[src/rtl/dhar_defs.svh]
// constants for the dma hold arbiter
`ifndef DHAR_DEFS_SVH
`define DHAR_DEFS_SVH
`define DHAR_ADDR_W       9
`define DHAR_BYTE_LSB     0
`define DHAR_WORD_LSB     1
`define DHAR_ADDR_RST     9'h000
`define DHAR_MID_W        8
`define DHAR_CTL_RST      4'h3
`define DHAR_DATA_RST     8'h00
`endif

[src/rtl/dhar_pkg.sv]
// types shared by the dma hold arbiter files
`include "dhar_defs.svh"
package dhar_pkg;
  // arbitration states
  typedef enum logic [1:0] {
    DHAR_IDLE,
    DHAR_WAIT_CPU,
    DHAR_GRANTED,
    DHAR_RELEASE
  } dhar_state_t;
  // dma strobe and enable group
  typedef struct packed {
    logic byte_strobe;
    logic word_strobe;
    logic byte_enable_n;
    logic word_enable_n;
  } dhar_dma_ctl_t;
  // address pin group for a[16:8]
  typedef struct packed {
    logic [`DHAR_ADDR_W-1:0] out;
    logic [`DHAR_ADDR_W-1:0] oe;
  } dhar_addr_pins_t;
endpackage

[src/rtl/dhar_addr_latch.sv]
// dma address byte latch and a[16:8] pin drive
`timescale 1ns/1ps
`include "dhar_defs.svh"
module dhar_addr_latch
  import dhar_pkg::*;
#(
  parameter int W = `DHAR_MID_W
) (
  input  wire logic                   clk_sys_i,
  input  wire logic                   reset_i,
  input  wire logic                   load_byte_i,
  input  wire logic                   load_word_i,
  input  wire logic                   byte_cycle_i,
  input  wire logic                   word_cycle_i,
  input  wire logic [W-1:0]           data_i,
  output dhar_pkg::dhar_addr_pins_t   pins_o
);
  logic [W-1:0]              addr;
  logic [W-1:0]              next_addr;
  dhar_addr_pins_t           next_pins;

  // ==========================================================
  // latch
  always_comb begin
    next_addr = addr;
    if (load_byte_i || load_word_i) begin
      next_addr = data_i;
    end
  end

  // ==========================================================
  // pin placement: byte cycle sits at 15:8, word cycle at 16:9
  always_comb begin
    next_pins = '0;
    if (word_cycle_i) begin
      next_pins.out = {1'b0, next_addr} << `DHAR_WORD_LSB;
      next_pins.oe  = {{W{1'b1}}, 1'b0};
    end else if (byte_cycle_i) begin
      next_pins.out = {1'b0, next_addr} << `DHAR_BYTE_LSB;
      next_pins.oe  = {1'b0, {W{1'b1}}};
    end
  end

  // latch and pin registers
  always_ff @(posedge clk_sys_i) begin
    if (reset_i) begin
      addr   <= '0;
      pins_o <= '0;
    end else begin
      addr   <= next_addr;
      pins_o <= next_pins;
    end
  end
endmodule

[src/rtl/dhar_top.sv]
// hold arbitration and dma address relay
`timescale 1ns/1ps
`include "dhar_defs.svh"
module dhar_top
  import dhar_pkg::*;
(
  input  wire logic                          clk_sys_i,
  input  wire logic                          reset_i,
  input  wire logic                          ipc_hold_request_i,
  input  wire logic                          cpu_grant_i,
  input  dhar_pkg::dhar_dma_ctl_t            dma_ctl_i,
  input  wire logic [`DHAR_MID_W-1:0]        peripheral_data_low_i,
  output logic                               cpu_hold_o,
  output logic                               ipc_hold_grant_o,
  output logic [`DHAR_ADDR_W-1:0]            cpu_addr_o,
  output logic [`DHAR_ADDR_W-1:0]            cpu_addr_oe_o
);
  import dhar_pkg::*;

  // ==========================================================
  // pin synchronisers: stage one is read only by stage two
  // every input here comes off the board on its own timing, so
  // nothing past this section ever looks at a raw pin
  logic                      req_s1;
  logic                      req_s2;
  logic                      grant_s1;
  logic                      grant_s2;
  dhar_dma_ctl_t             ctl_s1;
  dhar_dma_ctl_t             ctl_s2;
  logic [`DHAR_MID_W-1:0]    data_s1;
  logic [`DHAR_MID_W-1:0]    data_s2;
  dhar_dma_ctl_t             ctl_prev;
  logic                      next_req_s1;
  logic                      next_req_s2;
  logic                      next_grant_s1;
  logic                      next_grant_s2;
  dhar_dma_ctl_t             next_ctl_s1;
  dhar_dma_ctl_t             next_ctl_s2;
  dhar_dma_ctl_t             next_ctl_prev;
  logic [`DHAR_MID_W-1:0]    next_data_s1;
  logic [`DHAR_MID_W-1:0]    next_data_s2;

  // hold link: each pin walks its own two stages
  always_comb begin
    next_req_s1   = ipc_hold_request_i;
    next_req_s2   = req_s1;
    next_grant_s1 = cpu_grant_i;
    next_grant_s2 = grant_s1;
  end

  // hold link registers, reset to the idle low level
  always_ff @(posedge clk_sys_i) begin
    if (reset_i) begin
      req_s1   <= 1'b0;
      req_s2   <= 1'b0;
      grant_s1 <= 1'b0;
      grant_s2 <= 1'b0;
    end else begin
      req_s1   <= next_req_s1;
      req_s2   <= next_req_s2;
      grant_s1 <= next_grant_s1;
      grant_s2 <= next_grant_s2;
    end
  end

  // dma pins: strobes, enables and data share one depth, so the
  // byte taken on a strobe edge is the byte that stood beside it
  always_comb begin
    next_ctl_s1   = dma_ctl_i;
    next_ctl_s2   = ctl_s1;
    next_ctl_prev = ctl_s2;
    next_data_s1  = peripheral_data_low_i;
    next_data_s2  = data_s1;
  end

  // reset to the idle pin pattern (strobes low, enables high) so
  // the edge detector sees no false strobe right after reset
  always_ff @(posedge clk_sys_i) begin
    if (reset_i) begin
      ctl_s1   <= `DHAR_CTL_RST;
      ctl_s2   <= `DHAR_CTL_RST;
      ctl_prev <= `DHAR_CTL_RST;
      data_s1  <= `DHAR_DATA_RST;
      data_s2  <= `DHAR_DATA_RST;
    end else begin
      ctl_s1   <= next_ctl_s1;
      ctl_s2   <= next_ctl_s2;
      ctl_prev <= next_ctl_prev;
      data_s1  <= next_data_s1;
      data_s2  <= next_data_s2;
    end
  end

  // ==========================================================
  // helpers shared by both strobes and both enables

  // a strobe counts once, on the clock its synced level rises, so
  // a strobe held high for many clocks loads only one byte
  function automatic logic rise_of(input logic now_lvl,
                                   input logic last_lvl);
    return now_lvl && !last_lvl;
  endfunction

  // an enable opens a cycle only while the bus is granted, so a
  // stray enable can never drive lines the cpu still owns
  function automatic logic cycle_of(input logic enable_n,
                                    input logic granted);
    return !enable_n && granted;
  endfunction

  // ==========================================================
  // strobe edges and cycle decode
  logic byte_load;
  logic word_load;
  logic byte_cycle;
  logic word_cycle;

  // strobes act on their rising edge, data sampled alongside
  assign byte_load  = rise_of(ctl_s2.byte_strobe,
                              ctl_prev.byte_strobe);
  assign word_load  = rise_of(ctl_s2.word_strobe,
                              ctl_prev.word_strobe);
  // dma only counts while the bus is actually granted
  assign byte_cycle = cycle_of(ctl_s2.byte_enable_n,
                               ipc_hold_grant_o);
  assign word_cycle = cycle_of(ctl_s2.word_enable_n,
                               ipc_hold_grant_o);

  // ==========================================================
  // arbitration state machine
  // idle     : nothing asked, both outputs low
  // wait_cpu : hold raised, cpu still floating its pins
  // granted  : cpu let go, grant passed on to the controller
  // release  : grant withdrawn; a new request waits until the
  //            cpu has taken its own grant back
  dhar_state_t state;
  dhar_state_t next_state;
  logic        next_hold;
  logic        next_grant;

  // next state and next outputs
  always_comb begin
    next_state = state;
    next_hold  = cpu_hold_o;
    next_grant = ipc_hold_grant_o;
    unique case (state)
      DHAR_IDLE: begin
        if (req_s2) begin
          next_state = DHAR_WAIT_CPU;
          next_hold  = 1'b1;
        end
      end
      DHAR_WAIT_CPU: begin
        // cpu grants only after floating its pins
        if (!req_s2) begin
          next_state = DHAR_RELEASE;
          next_hold  = 1'b0;
        end else if (grant_s2) begin
          next_state = DHAR_GRANTED;
          next_grant = 1'b1;
        end
      end
      DHAR_GRANTED: begin
        if (!req_s2 || !grant_s2) begin
          next_state = DHAR_RELEASE;
          next_grant = 1'b0;
          next_hold  = req_s2;
        end
      end
      DHAR_RELEASE: begin
        // wait for the cpu to take its grant back first
        next_grant = 1'b0;
        next_hold  = 1'b0;
        if (!grant_s2) begin
          next_state = DHAR_IDLE;
        end
      end
    endcase
  end

  // state and output registers
  always_ff @(posedge clk_sys_i) begin
    if (reset_i) begin
      state            <= DHAR_IDLE;
      cpu_hold_o       <= 1'b0;
      ipc_hold_grant_o <= 1'b0;
    end else begin
      state            <= next_state;
      cpu_hold_o       <= next_hold;
      ipc_hold_grant_o <= next_grant;
    end
  end

  // ==========================================================
  // address relay
  // the byte is latched on every strobe edge, granted or not;
  // only the drive onto the pins waits for the grant
  dhar_addr_pins_t pins;

  dhar_addr_latch #(
    .W (`DHAR_MID_W)
  ) u_latch (
    .clk_sys_i    (clk_sys_i),
    .reset_i      (reset_i),
    .load_byte_i  (byte_load),
    .load_word_i  (word_load),
    .byte_cycle_i (byte_cycle),
    .word_cycle_i (word_cycle),
    .data_i       (data_s2),
    .pins_o       (pins)
  );

  // pins come straight from the latch flip-flops
  assign cpu_addr_o    = pins.out;
  assign cpu_addr_oe_o = pins.oe;
endmodule

[config.mk]
export PLATFORM = sky130hd
export DESIGN_NAME = dhar_top
export DESIGN_NICKNAME = d
export VERILOG_FILES = /design/src/rtl/dhar_pkg.sv /design/src/rtl/dhar_addr_latch.sv /design/src/rtl/dhar_top.sv
export VERILOG_INCLUDE_DIRS = /design/src /design/src/rtl
export SDC_FILE = /design/constraint.sdc
export NUM_CORES = 1
export LEC_CHECK = 0
export BUFFER_PORTS_ARGS = -buffer_cell sky130_fd_sc_hd__buf_2
export CAP_MARGIN = 25
export CORE_UTILIZATION = 53
export DETAILED_ROUTE_END_ITERATION = 16
export MAX_ROUTING_LAYER = met4
export PLACE_DENSITY = 0.79
export SYNTH_ARGS = -nofsm -noshare
export SYNTH_HDL_FRONTEND = slang
export SYNTH_HIERARCHICAL = 1
export SYNTH_SLANG_ARGS = --single-unit
[constraint.sdc]
create_clock -name clk_sys_i -period 1.95 [get_ports clk_sys_i]
set_input_delay 0.195 -clock clk_sys_i [delete_from_list [all_inputs] [get_ports clk_sys_i]]
set_output_delay 0.195 -clock clk_sys_i [all_outputs]
set_load 0.02 [all_outputs]
# == After elaboration in Yosys (flattened, before gate mapping) ==
# Cells that the tools add are included.
# word_totals
register_bits,60
out_inout_bits,20
elab_cells,71
input_bits,16
# op_classes
n_eq_ne,10
reduce_logical,19
n_bitwise,1
muxes,17
# op_table
operator,count
18-bit two-way mux,1
17-bit two-way mux,1
2-bit != test (second input constant),6
2-bit two-way mux,5
8-bit two-way mux,1
2-bit case mux with 4 select lines,1
4-bit AND reduction,2
1-bit logical NOT,6
1-bit two-way mux,6
2-bit == test (second input constant),2
1-bit logical AND,4
1-bit case mux with 4 select lines,1
3-bit != test (second input constant),1
1-bit case mux with 3 select lines,1
3-bit AND reduction,1
3-bit nonzero test,1
3-bit OR reduction,1
2-bit by 1-bit == test with 1-bit output (second input constant),1
2-bit logical NOT,1
1-bit logical OR,2
2-bit OR reduction,1
1-bit NOT,1

# == Longest topological paths before layout ==
# Gate-level depths: netlist of the first run.
# logic_depth
depth_word,6
ltp_mapped,5
ltp_nobuf,5

# == By module ==
# Netlist of the first run, hierarchy kept.
# by_module_without_submodules
module,area_each_um2,n_inst,cells_each,seq_area_each_um2
dhar_top,1189.9,1,104,680.7
dhar_addr_latch,655.6,1,61,400.4

# == Worst setup path after synthesis of the first run ==
# OpenSTA, ideal clock, no wires.
# synth_timing
path_kind,reg2reg
start,register state[0]
end,register ipc_hold_grant_o
period_less_slack_ps,1682
setup_ps,123
t_required_ps,1827
path_stages_with_launch,6
t_arrival_ps,1559
path_buffers,0
slack_ps,268
path_cell_list,dfxtp_1 > inv_1 > ha_1 > and3_1 > a2111oi_2 > mux2_1
# synth_between
elab_chain_cells,3
word_cells_on_any_way,9
classes_between,eq/ne (6); mux (1); reduce/logical (2)
# synth_rtl
item,line_no,source
start: declaration,dhar_top.sv:136,dhar_state_t state;
start signal: assignment,dhar_top.sv:188,state <= next_state;
2-bit by 1-bit == test with 1-bit output or 2-bit == test (tied branches),dhar_top.sv:146,unique case (state)
2-bit != test (no line) or 3-bit nonzero test (tied branches),--,
4-bit AND reduction (no line),--,
end signal: assignment,dhar_top.sv:190,ipc_hold_grant_o <= next_grant;
end: declaration,dhar_top.sv:14,"output logic ipc_hold_grant_o,"
# Several ways; a longest one is shown, not always the timed one.
# A chain may end at the register's enable or synchronous reset.

# == Worst setup path after layout of the first run ==
# Ends and elaborated chain as after synthesis.

==> results of run 1 <==
==> power breakdown <==
group / leakage, uW / switching [uW] / internal, uW
Combinational: 0.000492 / 243 / 212
Sequential: 0.000443 / 45.6 / 1170
Clock: 0.0000349 / 335 / 181
==> worst max-delay path by stage <==
| stage | startpoint | cells after the start | endpoint | slack, ps |
|---|---|---|---|---|
| floorplan | state[0] | 5 | ipc_hold_grant_o | 270 |
| global placement | state[0] | 5 | ipc_hold_grant_o | 220 |
| detailed placement | state[0] | 5 | ipc_hold_grant_o | 120 |
| CTS | state[0] | 5 | ipc_hold_grant_o | 90 |
| global route | state[0] | 5 | ipc_hold_grant_o | 50 |
| finish | state[0] | 5 | ipc_hold_grant_o | 170 |
==> synthesized netlist by cell type <==
cell        n  area (um2)
clkbuf_1    4        15.0
a211oi_1    2        15.0
a21oi_1     2        10.0
a21o_1      1        7.51
nor3_1      3        15.0
ha_1        6        75.1
nor2_4      1        11.3
nor2_1     14        52.6
o22ai_1     7        43.8
inv_1       5        18.8
a211o_1     1        8.76
buf_4       6        45.0
o2bb2ai_1   1        8.76
nand2_1     1        3.75
nor2b_1    33         206
and3_1      1        6.26
a2111oi_2   1        15.0
buf_6       1        11.3
a221oi_2    2        30.0
nand2b_1    3        18.8
mux2_1      1        11.3
or2_2       4        25.0
mux2_4      1        15.0
buf_2       1        5.00
mux2i_1     9        90.1
dfxtp_1    54        1080
==> sequential cells by signal, indices dropped and copies added (netlist names) <==
name and count:
u_latch/pins_o 12, data_s1 8, data_s2 8, u_latch/addr 8, ctl_s1 4, ctl_s2 4, ctl_prev 2, state 2
cpu_hold_o 1, grant_s1 1, grant_s2 1, ipc_hold_grant_o 1, next_req_s2 1, req_s2 1
==> per-layer routing <==
metal  global-route usage  vias up  share of wire
li1                     -      598              -
met1                0.170      531           0.46
met2                0.264       30           0.47
met3               0.0693        5          0.054
met4               0.0877        0          0.018
met5                    -        -              0
==> metrics by stage <==
step,utilization,setup WS (ps),total power [uW]
floorplan,-,268,1590
global placement,0.602,222,1650
detailed placement,0.602,116,1690
CTS,0.628,92.0,2210
global route,0.629,45.2,2330
finish,0.629,166,2190
==> layout make-up <==
type | instances | area [um2]
multi-input combinational | 94 | 669
timing repair buffer | 38 | 203
clock inverter | 2 | 16.3
inverter | 5 | 18.8
sequential | 54 | 1080
clock buffer | 6 | 51.3
tap | 46 | 57.6
fill | 285 | 1240
==> cell families (layout without fill, tap and decap cells) <==
kind of cell               Yosys count  in the layout
buffers and inverters               17             51
AOI/OAI and AO/OA                   17             17
and+or+nand+nor                     60             60
adders and majority gates            6              6
DFF                                 54             54
muxes                               11             11
==> critical path, stage by stage, from the launching register on <==
cell and delay, ps:
dfxtp_2 390, inv_1 110, ha_1 280, and3_1 200, a2111oi_2 360, mux2_1 350
==> repair_timing <==
action | in CTS | in global routing
endpoints found under the setup margin | 0 | 1
hold endpoints to repair | 2 | 0
hold buffers | 2 | 0
gates resized for setup | 0 | 1
==> flow_summary.json, run 1 <==
{
  "reg2regPathDepth": 5,
  "die_x_um": 61.0,
  "layout_commonest_cell": "dfxtp_1",
  "r2r_end": "ipc_hold_grant_o",
  "yosys.area_share.simple": 0.184,
  "cts_buffers": 5,
  "final_max_slew_viol_count": 0,
  "min_to": "data_s1[6]",
  "final_cell_mix": "dfxtp_1 (53), buf_2 (35), nor2b_1 (33)",
  "min_path_type": "primary input to register",
  "finalClockSkew_ps": 12.3,
  "drc": 0,
  "grt_pass1_vias": 1013,
  "grt_usage": 0.164,
  "std_cell_rows": 21,
  "period_share": 0.915,
  "cts_tree": "done",
  "grt_max_degree": 25,
  "placed_area_mm2": 0.00201,
  "r2r_start": "state[0]",
  "worstMarginPinSlew_ps": 384,
  "via_count": 1164,
  "yosys_register_bits": 54,
  "drt-initial-drc-count": 24,
  "end_kind": "register",
  "grt_pass1_wl_um": 4130,
  "yosysWarnings": 6,
  "fmax_mhz": 561,
  "cellPowerDensity_mw_per_mm2": 1040,
  "synth_compound_area_frac": 0.0753,
  "finalSetupViolations": 0,
  "status": "complete, no violations",
  "ctsRootBufferMaster": "clkbuf_4",
  "synth_cell_type_count": 26,
  "gp_congestion": 0.748,
  "tns_ps": 0,
  "clkLatencyLatePin_ps": 370,
  "finalCriticalPeriod_ps": 1780,
  "synth_area_mm2": 0.00185,
  "maxCapViolations": 0,
  "vias_per_cell": 4.75,
  "htreeDepth": 2,
  "postCtsSetupRepairBufs": 0,
  "avgRoutedWirePerCell_um": 10.4,
  "synth_area_per_cell_um2": 11.2,
  "syn_inst": 165,
  "placed_cells": 235,
  "dieHeight_um": 61.0,
  "fin_cells": 245,
  "nets": 220,
  "cts.path.max_buffers": 2,
  "ff2ff_setup_slack_ps": 170,
  "worst_setup_path_start_kind": "register",
  "yosysSeqAreaShare": 0.586,
  "io_buffers": 35,
  "dieArea_mm2": 0.00372,
  "dp_hpwl_um": 1860,
  "required_ps": 2220,
  "rsz0062_at_grt": "false",
  "stdcell_area_mm2": 0.00210,
  "synthAdderAreaFrac": 0.0407,
  "cp_max_fo": 6,
  "slew_headroom": 0.744,
  "coreArea_mm2": 0.00334,
  "hold_viol_final": 0,
  "hold_slack_ps": 26.3,
  "io_pins": 36,
  "antennaDiodeCount": 0,
  "antenna_found_initial": 0,
  "leakage_uw": 0.000970,
  "initial_core_util": 0.553,
  "path_class": "register to register",
  "muxShareOfSynthArea": 0.0631,
  "grt.overflow.total": 0,
  "synth_top_family_by_area": "simple AND/OR/NAND/NOR gates",
  "first_pass_iters": 4,
  "area_growth_pct": 13.7,
  "min_from": "peripheral_data_low_i[6]",
  "clock_sinks": 54,
  "synthesis.nets": 187,
  "synth_xor_area_frac": 0,
  "clkSlewWorstSetupHoldPaths_ps": 140,
  "worstHoldPathCells": 2,
  "peakVddDrop_mv": 0.610,
  "drive_above_1_share": 0.271,
  "ant_nets": 0,
  "drt-total-wl_um": 2550,
  "arrival_ps": 2050
}
Power figures use the tool's default switching activity.
==> inputs of run 2 (changes only) <==
--- a/config.mk
+++ b/config.mk
@@ -9,7 +9,9 @@
 export BUFFER_PORTS_ARGS = -buffer_cell sky130_fd_sc_hd__buf_2
 export CAP_MARGIN = 25
 export CORE_UTILIZATION = 53
+export CTS_CLUSTER_SIZE = 14
 export DETAILED_ROUTE_END_ITERATION = 16
+export HOLD_SLACK_MARGIN = 0.08
 export MAX_ROUTING_LAYER = met4
 export PLACE_DENSITY = 0.79
 export SYNTH_ARGS = -nofsm -noshare
==> flow_summary.json, run 2 (synthesized netlist as in run 1, its figures left out) <==
{
  "status": "complete, no violations",
  "dp_hpwl_um": 1860,
  "die_x_um": 61.0,
  "std_cell_rows": 21,
  "first_pass_iters": 4,
  "ctsRootBufferMaster": "clkbuf_4",
  "path_delay_family": "flip-flops",
  "via_count": 1204,
  "fmax_mhz": 561,
  "grt_max_degree": 25,
  "leakage_uw": 0.00102,
  "reg2regPathDepth": 5,
  "min_from": "reset_i",
  "grt_pass1_wl_um": 4220,
  "ant_nets": 0,
  "slowest_delay_ps": 390,
  "peakVddDrop_mv": 0.621,
  "r2r_start": "state[0]",
  "finalClockSkew_ps": 12.3,
  "drt-initial-drc-count": 22,
  "avgRoutedWirePerCell_um": 10.2,
  "area_growth_pct": 20.2,
  "power_uw": 2210,
  "finalSetupViolations": 0,
  "initial_core_util": 0.553,
  "io_buffers": 35,
  "cp_slowest_cell": "dfxtp_2",
  "crit_buf_inv": 1,
  "dieHeight_um": 61.0,
  "io_pins": 36,
  "finalCriticalPeriod_ps": 1780,
  "min_path_type": "primary input to register",
  "worst_setup_path_start_kind": "register",
  "dieArea_mm2": 0.00372,
  "worstMarginPinSlew_ps": 384,
  "arrival_ps": 2050,
  "slew_headroom": 0.744,
  "gp_congestion": 0.748,
  "tns_ps": 0,
  "min_to": "u_latch/addr[1]",
  "postCtsSetupRepairBufs": 0,
  "clock_sinks": 54,
  "cellPowerDensity_mw_per_mm2": 995,
  "drt-total-wl_um": 2630,
  "top_register": "u_latch/pins_o",
  "clkSlewWorstSetupHoldPaths_ps": 150,
  "path_class": "register to register",
  "final_max_slew_viol_count": 0,
  "grt.overflow.total": 0,
  "final_cell_mix": "dfxtp_1 (53), buf_2 (35), nor2b_1 (33)",
  "end_kind": "register",
  "coreArea_mm2": 0.00334,
  "r2r_end": "ipc_hold_grant_o",
  "path_cells": "inv_1 > ha_1 > and3_1 > a2111oi_2 > mux2_1",
  "maxCapViolations": 0,
  "worstHoldPathCells": 2,
  "antenna_found_initial": 0,
  "nets": 232,
  "clkLatencyLatePin_ps": 370,
  "grt_usage": 0.168,
  "antennaDiodeCount": 0,
  "drc": 0,
  "cp_max_fo": 6,
  "cts_buffers": 5,
  "grt_pass1_vias": 1051,
  "cts.path.max_buffers": 2,
  "cts_tree": "done",
  "vias_per_cell": 4.68,
  "largest_register_ff_count": 12,
  "layout_commonest_cell": "dfxtp_1",
  "required_ps": 2220,
  "ff2ff_setup_slack_ps": 170,
  "rsz0062_at_grt": "false",
  "hold_viol_final": 0,
  "htreeDepth": 2,
  "period_share": 0.915,
  "drive_above_1_share": 0.256,
  "hold_slack_ps": 205
}
==> run 2: cell types whose count changed in the layout (fill, tap and decap cells not counted) <==
cell           before  now
dlygate4sd3_1       2   14
==> run 2: stage by stage <==
stage          cells  setup WS, ps  cell area, um2  utilization
3_3_place_gp     235           222            2010        0.602
4_1_cts          257          92.0            2220        0.664
5_1_grt          257          45.2            2220        0.665
6_report         257           166            2220        0.665
2_1_floorplan    165           268            1850            -
3_5_place_dp     235           116            2010        0.602
==> run 2: per-layer routing <==
| layer | part of all wire | routed length, um | global-route usage |
|---|---|---|---|
| met5 | 0 | 0 | - |
| met2 | 0.48 | 1250 | 0.276 |
| met4 | 0.017 | 46 | 0.0877 |
| met3 | 0.049 | 130 | 0.0693 |
| met1 | 0.46 | 1200 | 0.170 |
==> run 2: how the worst max path moves through the flow <==
stage | cells past startpoint | slack [ps] | endpoint | startpoint
detailed placement | 5 | 120 | ipc_hold_grant_o | state[0]
CTS | 5 | 90 | ipc_hold_grant_o | state[0]
floorplan | 5 | 270 | ipc_hold_grant_o | state[0]
global placement | 5 | 220 | ipc_hold_grant_o | state[0]
finish | 5 | 170 | ipc_hold_grant_o | state[0]
global route | 5 | 50 | ipc_hold_grant_o | state[0]
==> run 2: layout make-up <==
cell class                      instances  area (um2)
Sequential cell                        54        1080
Multi-Input combinational cell         94         669
Fill cell                             272        1120
Clock buffer                            6        51.3
Inverter                                5        18.8
Timing Repair Buffer                   50         323
Clock inverter                          2        16.3
Tap cell                               46        57.6
==> run 2: repair_timing <==
item                                    CTS  global route
hold buffers                             14             0
endpoints found under the setup margin    0             1
gates resized for setup                   0             1
endpoints found under the hold margin    14             0
==> run 2: worst reg2reg max path, cell delays in order, from the launching register on <==
cell	delay [ps]
dfxtp_2	390
inv_1	110
ha_1	280
and3_1	200
a2111oi_2	360
mux2_1	350
==> run 2: report_power, final <==
| group | leakage (uW) | total, uW | switching (uW) | internal [uW] |
|---|---|---|---|---|
| Sequential | 0.000443 | 1220 | 45.6 | 1170 |
| Clock | 0.0000349 | 516 | 335 | 181 |
| Combinational | 0.000542 | 473 | 245 | 228 |
